File: src/erc_pkg.sv
package erc_pkg;
  localparam int AXI_AW = 8;
  localparam logic [7:0] FRAMING_CONTROL_ADDR = 8'h2C; // index 0x0B times four
  localparam logic [7:0] SYNC_STATUS_ADDR = 8'h30;
  localparam logic [7:0] IRQ_STATUS_ADDR = 8'h34;
  localparam logic [7:0] IRQ_MASK_ADDR = 8'h38;
  localparam logic [3:0] FRAMING_CONTROL_IDX = 4'hB;
  localparam logic [7:0] FRAMING_CONTROL_RST = 8'h00;
  localparam logic [2:0] IRQ_MASK_RST = 3'h0;
  localparam int FORCE_BIT = 7;
  localparam int CAS_LSB = 5;
  localparam int CRC_LSB = 3;
  localparam int FAS_LSB = 0;
  localparam int IRQ_FAS_BIT = 0;
  localparam int IRQ_CRC_BIT = 1;
  localparam int IRQ_CAS_BIT = 2;
  localparam int CRC_WINDOW_MS = 1000;
  localparam int CRC_WINDOW_LIMIT = 915;
  localparam logic [1:0] AXI_OKAY = 2'h0;
  localparam logic [1:0] AXI_SLVERR = 2'h2;
  typedef enum logic [1:0] {
    ERC_SEARCH,
    ERC_INSYNC
  } erc_state_e;
endpackage

File: src/erc_resync_ctrl.sv
// Added by the designer: the AXI4-Lite register port.
`timescale 1ns/1ps
module erc_resync_ctrl #(
  parameter int CLK_HZ = 200000000,
  parameter int SEC_CYCLES = CLK_HZ / 1000 * erc_pkg::CRC_WINDOW_MS
) (
  // Clock and reset
  input wire logic aclk,
  input wire logic aresetn,
  // AXI4-Lite write
  input wire logic [erc_pkg::AXI_AW-1:0] s_axi_awaddr,
  input wire logic s_axi_awvalid,
  output logic s_axi_awready,
  input wire logic [31:0] s_axi_wdata,
  input wire logic [3:0] s_axi_wstrb,
  input wire logic s_axi_wvalid,
  output logic s_axi_wready,
  output logic [1:0] s_axi_bresp,
  output logic s_axi_bvalid,
  input wire logic s_axi_bready,
  // AXI4-Lite read
  input wire logic [erc_pkg::AXI_AW-1:0] s_axi_araddr,
  input wire logic s_axi_arvalid,
  output logic s_axi_arready,
  output logic [31:0] s_axi_rdata,
  output logic [1:0] s_axi_rresp,
  output logic s_axi_rvalid,
  input wire logic s_axi_rready,
  // Alignment checks from receive framer, one pulse per checked signal
  input wire logic fas_check,
  input wire logic fas_error,
  input wire logic crc_check,
  input wire logic crc_error,
  input wire logic cas_check,
  input wire logic cas_error,
  input wire logic sync_found,
  // Framer control and status
  output logic resync_start,
  output logic fas_sync_lost,
  output logic crc_sync_lost,
  output logic cas_sync_lost,
  output logic irq
);
  logic [7:0] ctrl_q, ctrl_d;
  logic [2:0] ists_q, ists_d, imask_q, imask_d;
  logic [3:0] cas_cnt_q, cas_cnt_d;
  logic [3:0] crc_cnt_q, crc_cnt_d;
  logic [9:0] crc_win_q, crc_win_d;
  logic [31:0] sec_q, sec_d;
  logic [2:0] fas_cnt_q, fas_cnt_d;
  logic resync_q, resync_d;
  logic fas_lost_q, fas_lost_d, crc_lost_q, crc_lost_d, cas_lost_q, cas_lost_d;
  logic [erc_pkg::AXI_AW-1:0] awaddr_q, awaddr_d;
  logic [31:0] wdata_q, wdata_d;
  logic [3:0] wstrb_q, wstrb_d;
  logic aw_held_q, aw_held_d, w_held_q, w_held_d;
  logic bvalid_q, bvalid_d, rvalid_q, rvalid_d;
  logic [1:0] bresp_q, bresp_d, rresp_q, rresp_d;
  logic [31:0] rdata_q, rdata_d;
  erc_pkg::erc_state_e state_q, state_d;
  logic do_write, force_wr;
  logic [3:0] cas_lim, crc_lim;
  logic fas_trip, crc_trip, cas_trip;

  // Bus front end: address and data latch independently
  assign s_axi_awready = !aw_held_q && !bvalid_q;
  assign s_axi_wready = !w_held_q && !bvalid_q;
  assign s_axi_arready = !rvalid_q;
  assign s_axi_bvalid = bvalid_q;
  assign s_axi_bresp = bresp_q;
  assign s_axi_rvalid = rvalid_q;
  assign s_axi_rdata = rdata_q;
  assign s_axi_rresp = rresp_q;
  assign do_write = aw_held_q && w_held_q && !bvalid_q;
  assign force_wr = do_write && (awaddr_q == erc_pkg::FRAMING_CONTROL_ADDR) && wstrb_q[0]
    && wdata_q[erc_pkg::FORCE_BIT];

  always_comb begin
    awaddr_d = awaddr_q;
    wdata_d = wdata_q;
    wstrb_d = wstrb_q;
    aw_held_d = aw_held_q;
    w_held_d = w_held_q;
    bvalid_d = bvalid_q;
    bresp_d = bresp_q;
    rvalid_d = rvalid_q;
    rresp_d = rresp_q;
    rdata_d = rdata_q;
    if (s_axi_awvalid && s_axi_awready) begin
      awaddr_d = s_axi_awaddr;
      aw_held_d = 1'b1;
    end
    if (s_axi_wvalid && s_axi_wready) begin
      wdata_d = s_axi_wdata;
      wstrb_d = s_axi_wstrb;
      w_held_d = 1'b1;
    end
    if (do_write) begin
      aw_held_d = 1'b0;
      w_held_d = 1'b0;
      bvalid_d = 1'b1;
      unique case (awaddr_q)
        erc_pkg::FRAMING_CONTROL_ADDR, erc_pkg::IRQ_STATUS_ADDR, erc_pkg::IRQ_MASK_ADDR:
          bresp_d = erc_pkg::AXI_OKAY;
        default: bresp_d = erc_pkg::AXI_SLVERR;
      endcase
    end else if (bvalid_q && s_axi_bready) begin
      bvalid_d = 1'b0;
    end
    if (s_axi_arvalid && s_axi_arready) begin
      rvalid_d = 1'b1;
      rresp_d = erc_pkg::AXI_OKAY;
      rdata_d = 32'h00000000;
      unique case (s_axi_araddr)
        erc_pkg::FRAMING_CONTROL_ADDR: rdata_d = {24'h000000, ctrl_q};
        erc_pkg::SYNC_STATUS_ADDR: rdata_d = {28'h0000000, state_q == erc_pkg::ERC_INSYNC,
          cas_lost_q, crc_lost_q, fas_lost_q};
        erc_pkg::IRQ_STATUS_ADDR: rdata_d = {29'h00000000, ists_q};
        erc_pkg::IRQ_MASK_ADDR: rdata_d = {29'h00000000, imask_q};
        default: rresp_d = erc_pkg::AXI_SLVERR;
      endcase
    end else if (rvalid_q && s_axi_rready) begin
      rvalid_d = 1'b0;
    end
  end

  // Thresholds from the criteria fields
  always_comb begin
    unique case (ctrl_q[erc_pkg::CAS_LSB +: 2])
      2'h0: cas_lim = 4'h2;
      2'h1: cas_lim = 4'h3;
      2'h2: cas_lim = 4'h4;
      default: cas_lim = 4'h8;
    endcase
    unique case (ctrl_q[erc_pkg::CRC_LSB +: 2])
      2'h0: crc_lim = 4'h4;
      2'h1: crc_lim = 4'h2;
      default: crc_lim = 4'h8;
    endcase
  end

  // A trip is the error that completes the run
  assign cas_trip = cas_check && cas_error && (cas_cnt_q + 4'h1 >= cas_lim);
  // Mode 11 counts errors inside the one second window, cleared by a good CRC
  assign crc_trip = crc_check && crc_error && ((ctrl_q[erc_pkg::CRC_LSB +: 2] == 2'h3)
    ? (crc_win_q + 10'h001 >= 10'(erc_pkg::CRC_WINDOW_LIMIT))
    : (crc_cnt_q + 4'h1 >= crc_lim));
  // Field 000 is illegal; it behaves as one here so the block never hangs
  assign fas_trip = fas_check && fas_error && ((fas_cnt_q + 3'h1 >= ctrl_q[2:0])
    || (fas_cnt_q == 3'h7));

  always_comb begin
    ctrl_d = ctrl_q;
    imask_d = imask_q;
    ists_d = ists_q;
    state_d = state_q;
    cas_cnt_d = cas_cnt_q;
    crc_cnt_d = crc_cnt_q;
    crc_win_d = crc_win_q;
    fas_cnt_d = fas_cnt_q;
    sec_d = (sec_q == 32'(SEC_CYCLES - 1)) ? 32'h00000000 : sec_q + 32'h00000001;
    fas_lost_d = fas_lost_q;
    crc_lost_d = crc_lost_q;
    cas_lost_d = cas_lost_q;
    resync_d = force_wr;
    if (do_write && wstrb_q[0]) begin
      unique case (awaddr_q)
        erc_pkg::FRAMING_CONTROL_ADDR: ctrl_d = wdata_q[7:0];
        erc_pkg::IRQ_MASK_ADDR: imask_d = wdata_q[2:0];
        erc_pkg::IRQ_STATUS_ADDR: ists_d = ists_q & ~wdata_q[2:0];
        default: ;
      endcase
    end
    if (fas_check) fas_cnt_d = fas_error ? fas_cnt_q + 3'h1 : 3'h0;
    if (cas_check) cas_cnt_d = cas_error ? cas_cnt_q + 4'h1 : 4'h0;
    if (crc_check) crc_cnt_d = crc_error ? crc_cnt_q + 4'h1 : 4'h0;
    if (crc_check && !crc_error) crc_win_d = 10'h000;
    else if (sec_q == 32'h00000000) crc_win_d = 10'(crc_check);
    else if (crc_check) crc_win_d = crc_win_q + 10'h001;
    if (force_wr) begin
      state_d = erc_pkg::ERC_SEARCH;
      fas_cnt_d = 3'h0;
    end else if (sync_found && state_q == erc_pkg::ERC_SEARCH) begin
      state_d = erc_pkg::ERC_INSYNC;
      ctrl_d[erc_pkg::FORCE_BIT] = 1'b0;
      fas_lost_d = 1'b0;
      crc_lost_d = 1'b0;
      cas_lost_d = 1'b0;
    end
    // Trips come last so a loss beats regained alignment in one cycle
    if (fas_trip) begin
      fas_lost_d = 1'b1;
      state_d = erc_pkg::ERC_SEARCH;
      fas_cnt_d = 3'h0;
    end
    if (crc_trip) begin
      crc_lost_d = 1'b1;
      crc_cnt_d = 4'h0;
      crc_win_d = 10'h000;
    end
    if (cas_trip) begin
      cas_lost_d = 1'b1;
      cas_cnt_d = 4'h0;
    end
    // Set wins over a write-one clear in the same cycle
    ists_d = ists_d | {cas_trip, crc_trip, fas_trip};
  end

  always_ff @(posedge aclk) begin
    if (!aresetn) begin
      ctrl_q <= erc_pkg::FRAMING_CONTROL_RST;
      imask_q <= erc_pkg::IRQ_MASK_RST;
      ists_q <= 3'h0;
      state_q <= erc_pkg::ERC_SEARCH;
      cas_cnt_q <= 4'h0;
      crc_cnt_q <= 4'h0;
      crc_win_q <= 10'h000;
      fas_cnt_q <= 3'h0;
      sec_q <= 32'h00000000;
      resync_q <= 1'b0;
      fas_lost_q <= 1'b0;
      crc_lost_q <= 1'b0;
      cas_lost_q <= 1'b0;
      awaddr_q <= '0;
      wdata_q <= 32'h00000000;
      wstrb_q <= 4'h0;
      aw_held_q <= 1'b0;
      w_held_q <= 1'b0;
      bvalid_q <= 1'b0;
      bresp_q <= 2'h0;
      rvalid_q <= 1'b0;
      rresp_q <= 2'h0;
      rdata_q <= 32'h00000000;
    end else begin
      ctrl_q <= ctrl_d;
      imask_q <= imask_d;
      ists_q <= ists_d;
      state_q <= state_d;
      cas_cnt_q <= cas_cnt_d;
      crc_cnt_q <= crc_cnt_d;
      crc_win_q <= crc_win_d;
      fas_cnt_q <= fas_cnt_d;
      sec_q <= sec_d;
      resync_q <= resync_d;
      fas_lost_q <= fas_lost_d;
      crc_lost_q <= crc_lost_d;
      cas_lost_q <= cas_lost_d;
      awaddr_q <= awaddr_d;
      wdata_q <= wdata_d;
      wstrb_q <= wstrb_d;
      aw_held_q <= aw_held_d;
      w_held_q <= w_held_d;
      bvalid_q <= bvalid_d;
      bresp_q <= bresp_d;
      rvalid_q <= rvalid_d;
      rresp_q <= rresp_d;
      rdata_q <= rdata_d;
    end
  end

  assign resync_start = resync_q;
  assign fas_sync_lost = fas_lost_q;
  assign crc_sync_lost = crc_lost_q;
  assign cas_sync_lost = cas_lost_q;
  assign irq = |(ists_q & imask_q);

  property p_force_start;
    @(posedge aclk) disable iff (!aresetn)
      force_wr |=> resync_start && state_q == erc_pkg::ERC_SEARCH;
  endproperty
  a_force_start: assert property (p_force_start) else $error("no restart on force");

  property p_force_clear;
    @(posedge aclk) disable iff (!aresetn)
      (sync_found && !force_wr && state_q == erc_pkg::ERC_SEARCH) |=> !ctrl_q[erc_pkg::FORCE_BIT];
  endproperty
  a_force_clear: assert property (p_force_clear) else $error("force bit not cleared");

  property p_cas_two;
    @(posedge aclk) disable iff (!aresetn)
      (ctrl_q[6:5] == 2'h0 && cas_check && cas_error && cas_cnt_q == 4'h1) |=> cas_sync_lost;
  endproperty
  a_cas_two: assert property (p_cas_two) else $error("CAS loss not after two");

  property p_cas_three;
    @(posedge aclk) disable iff (!aresetn)
      (ctrl_q[6:5] == 2'h1 && cas_check && cas_error && cas_cnt_q == 4'h1) |-> !cas_trip;
  endproperty
  a_cas_three: assert property (p_cas_three) else $error("CAS loss too early");

  property p_cas_eight;
    @(posedge aclk) disable iff (!aresetn)
      (ctrl_q[6:5] == 2'h3 && cas_trip) |-> cas_cnt_q == 4'h7;
  endproperty
  a_cas_eight: assert property (p_cas_eight) else $error("CAS eight threshold wrong");

  property p_crc_four;
    @(posedge aclk) disable iff (!aresetn)
      (ctrl_q[4:3] == 2'h0 && crc_trip) |-> crc_cnt_q == 4'h3;
  endproperty
  a_crc_four: assert property (p_crc_four) else $error("CRC four threshold wrong");

  property p_crc_eight;
    @(posedge aclk) disable iff (!aresetn)
      (ctrl_q[4:3] == 2'h2 && crc_trip) |-> crc_cnt_q == 4'h7;
  endproperty
  a_crc_eight: assert property (p_crc_eight) else $error("CRC eight threshold wrong");

  property p_crc_915;
    @(posedge aclk) disable iff (!aresetn)
      (ctrl_q[4:3] == 2'h3 && crc_trip) |-> crc_win_q == 10'd914;
  endproperty
  a_crc_915: assert property (p_crc_915) else $error("CRC 915 threshold wrong");

  property p_fas_count;
    @(posedge aclk) disable iff (!aresetn)
      (fas_trip && ctrl_q[2:0] != 3'h0) |-> fas_cnt_q == ctrl_q[2:0] - 3'h1;
  endproperty
  a_fas_count: assert property (p_fas_count) else $error("FAS threshold wrong");

  property p_good_clears;
    @(posedge aclk) disable iff (!aresetn) (cas_check && !cas_error) |=> cas_cnt_q == 4'h0;
  endproperty
  a_good_clears: assert property (p_good_clears) else $error("CAS run not reset");
endmodule

File: config.mk
export PLATFORM = sky130hd
export DESIGN_NAME = erc_resync_ctrl
export DESIGN_NICKNAME = d
export VERILOG_FILES = /design/src/erc_pkg.sv /design/src/erc_resync_ctrl.sv
export SDC_FILE = /design/constraint.sdc
export NUM_CORES = 1
export LEC_CHECK = 0
export BUFFER_PORTS_ARGS = -buffer_cell sky130_fd_sc_hd__buf_2
export CAP_MARGIN = 20
export CORE_MARGIN = 2
export CORE_UTILIZATION = 45
export DETAILED_ROUTE_END_ITERATION = 6
export PLACE_DENSITY = 0.67
export SYNTH_ARGS = -nofsm -noshare
export SYNTH_HDL_FRONTEND = slang
export SYNTH_SLANG_ARGS = --single-unit
File: constraint.sdc
create_clock -name aclk -period 4.99 [get_ports aclk]
set_input_delay 0.499 -clock aclk [delete_from_list [all_inputs] [get_ports aclk]]
set_output_delay 0.499 -clock aclk [all_outputs]
set_load 0.005 [all_outputs]
==> metrics.txt <==
Cell variety after synth 58; Lkg Pwr 2.242 nW; CTS Buf Count 9; Routed Wire Length 10470 µm; CP cell instances ha_1, nand3_1, or3_1, o31ai_2, buf_4, nor2_1; Syn Area/Cell 8.616 µm²; post-CTS sizing 0; Main synth FF type dfxtp_1; pwr dens 282.8 nW/µm²; Post-synth ARST share 0; Crit. path cell count 6; die width 111.9 µm; 1st-iter DRT viols 282; Post-Syn Area 5239 µm²; largest net degree at the start of global routing 56; Post-Synthesis Cells 608; number of antenna diodes 0; HP Class in -> reg; Setup crit start sec_q[0]; # nets final 740; Data required, critical path 5220 ps; most common cell after layout, fill and taps aside dfxtp_1; Reg clk slew, reported paths 70 ps; R2R depth 6; vias 4187; drt wl/cell 13.03 µm; die area 12520 µm²; Max-cap violations 0; remaining routing DRC violations 0; number of synthesized register bits 103; gr ovfl total 0; Ys Warns 0; CP max stage cell o31ai_2; worst setup path end sec_q[16]; H-tree depth 3; hold buffer count at cts 0; Placement Setup Slack 2529 ps; EDFF count, synth 0; clk_lat worst skew 350 ps; delay of the slowest critical-path stage 680 ps; Slew Viols, Final 0; status complete, no violations; RSZ-0062 raised after global routing no; vias in the first global route 3957; CTS tree yes; Crit. End Element register; worst endpoint data arrival time 2720 ps; CP Class reg -> reg; Die Y 111.9 µm; cell area after placement 5512 µm²; CTS Sinks 103; CP bufs+invs 1; sequential share of the synthesized area 0.3936; final setup TNS 0 ps; r2r endpoint sec_q[16]; Fin Clk Skew 9.049 ps; Top Ports 112; Post-DRT Antenna Nets 0; Area Growth Syn to Fin 10.46%; global-route wire length before repair 18110 µm; initial antenna violation count 0; final instance area 5787 µm²; routability congestion estimate 0.7917; R2R Path Start sec_q[0]; count of final setup violators 0; share of layout cells above drive strength 1 0.1485; total power 1.636 mW; Worst IR Drop VDD 0.1483 mV; FMAX 401.3 MHz; CP top delay family simple AND/OR/NAND/NOR gates; HPWL Detailed 7538 µm; Setup Buffers After CTS 0; Row Count 39; CP startpoint kind register; Longest Clk Path Bufs 2; Pre-antenna DRT Iters 4; Least-Margin Pin Slew 847.1 ps; I/O Buffers 58; Via density 5.214; initial core utilization 0.4608; Core Box Area 11370 µm²; Crit Path Max Fanout 21; fin crit share 0.4994; r2r setup slk 2500 ps; Fin. Hold Viols 0; shortest period the worst path allows 2492 ps; Clock Root Buffer clkbuf_16; Worst slew margin 0.4353; most frequent cells in the layout dfxtp_1 (103), nand2_1 (72), nor2_1 (64), buf_2 (58), conb_1 (26); GRT Total Usage 0.1738; final setup margin 2498 ps
-- how the worst min path moves through the flow --
stage,start,endpoint,slack (ps),cells past startpoint
after floorplan,awaddr_q[6],awaddr_q[6],440,2
after global placement,s_axi_rdata[3],s_axi_rdata[3],450,2
after detailed placement,s_axi_rdata[3],s_axi_rdata[3],460,2
after CTS,sync_found,state_q[0],360,3
after global routing,s_axi_arvalid,s_axi_rvalid,390,2
final,sync_found,state_q[0],370,3
-- state kept, by name, indices dropped and copies added (netlist names), 3 cells and up --
| name | cells |
|---|---|
| sec_q | 32 |
| crc_win_q | 10 |
| awaddr_q | 8 |
| ctrl_q | 8 |
| s_axi_rdata | 8 |
| wdata_q | 8 |
| cas_cnt_q | 4 |
| crc_cnt_q | 4 |
| fas_cnt_q | 3 |
| imask_q | 3 |
| ists_q | 3 |
-- through the flow --
stage / hold WS [ps] / utilization / instances
after detailed placement: 459.0 / 0.4848 / 788
after global routing: 393.0 / 0.5090 / 803
final: 367.9 / 0.5090 / 803
after floorplan: 438.3 / - / 633
after global placement: 451.9 / 0.4848 / 788
after CTS: 358.3 / 0.5090 / 803
-- logic make-up after synthesis --
kind of cell,share of synthesized area
flops,0.3936
fa+ha+maj,0.04299
compound gates,0.1280
buf+inv,0.07069
other cells,0.0007158
xor+xnor,0.07022
mux,0.02341
simple gates,0.2704
-- cells in the mapped netlist, drive strengths merged, types with 3 or more instances --
library cell,n,area (µm²)
a21boi,26,195.2
a21o,3,22.52
a21oi,19,95.09
a22oi,10,75.07
a31oi,3,33.78
and2,7,43.79
and3,7,51.29
buf,34,254.0
clkbuf,13,48.80
dfxtp,103,2062
ha,18,225.2
inv,18,67.56
mux2i,10,100.1
nand2,72,270.3
nand2b,18,112.6
nand3,25,125.1
nand3b,6,45.04
nand4,15,108.9
nor2,65,246.5
nor2b,24,150.1
nor3,10,80.08
nor4,11,96.34
o21ai,18,105.1
o22ai,4,25.02
or2,3,18.77
or3,5,31.28
xnor2,24,210.2
xor2,18,157.7
-- tightest hold or removal path, delay by kind of cell --
kind,cells,cell delay [ps]
buffers and inverters,1,90
and+or+nand+nor,2,90
-- cell type report --
type,instances,area (µm²)
Timing Repair Buffer,59,297.8
Multi-Input combinational cell,465,2905
Clock inverter,4,32.53
Sequential cell,103,2062
Tap cell,143,178.9
Fill cell,1102,5583
Inverter,18,67.56
Clock buffer,11,242.7
-- metal layers --
layer | wire, µm | global-route usage | vias up
met4 | 222 | 0.07325 | 0
met3 | 452 | 0.02940 | 17
li1 | - | - | 2128
met2 | 4770 | 0.2840 | 94
met5 | 0 | 0 | -
met1 | 5019 | 0.2278 | 1948
-- where the power goes --
group	switching (mW)	leakage (nW)	total [mW]	internal, mW
clock	0.307	0.128	0.659	0.351
combinational	0.0692	1.28	0.118	0.0487
sequential	0.0175	0.835	0.860	0.842
total	0.394	2.24	1.64	1.24
No activity file was read; power rests on OpenSTA's default activity.
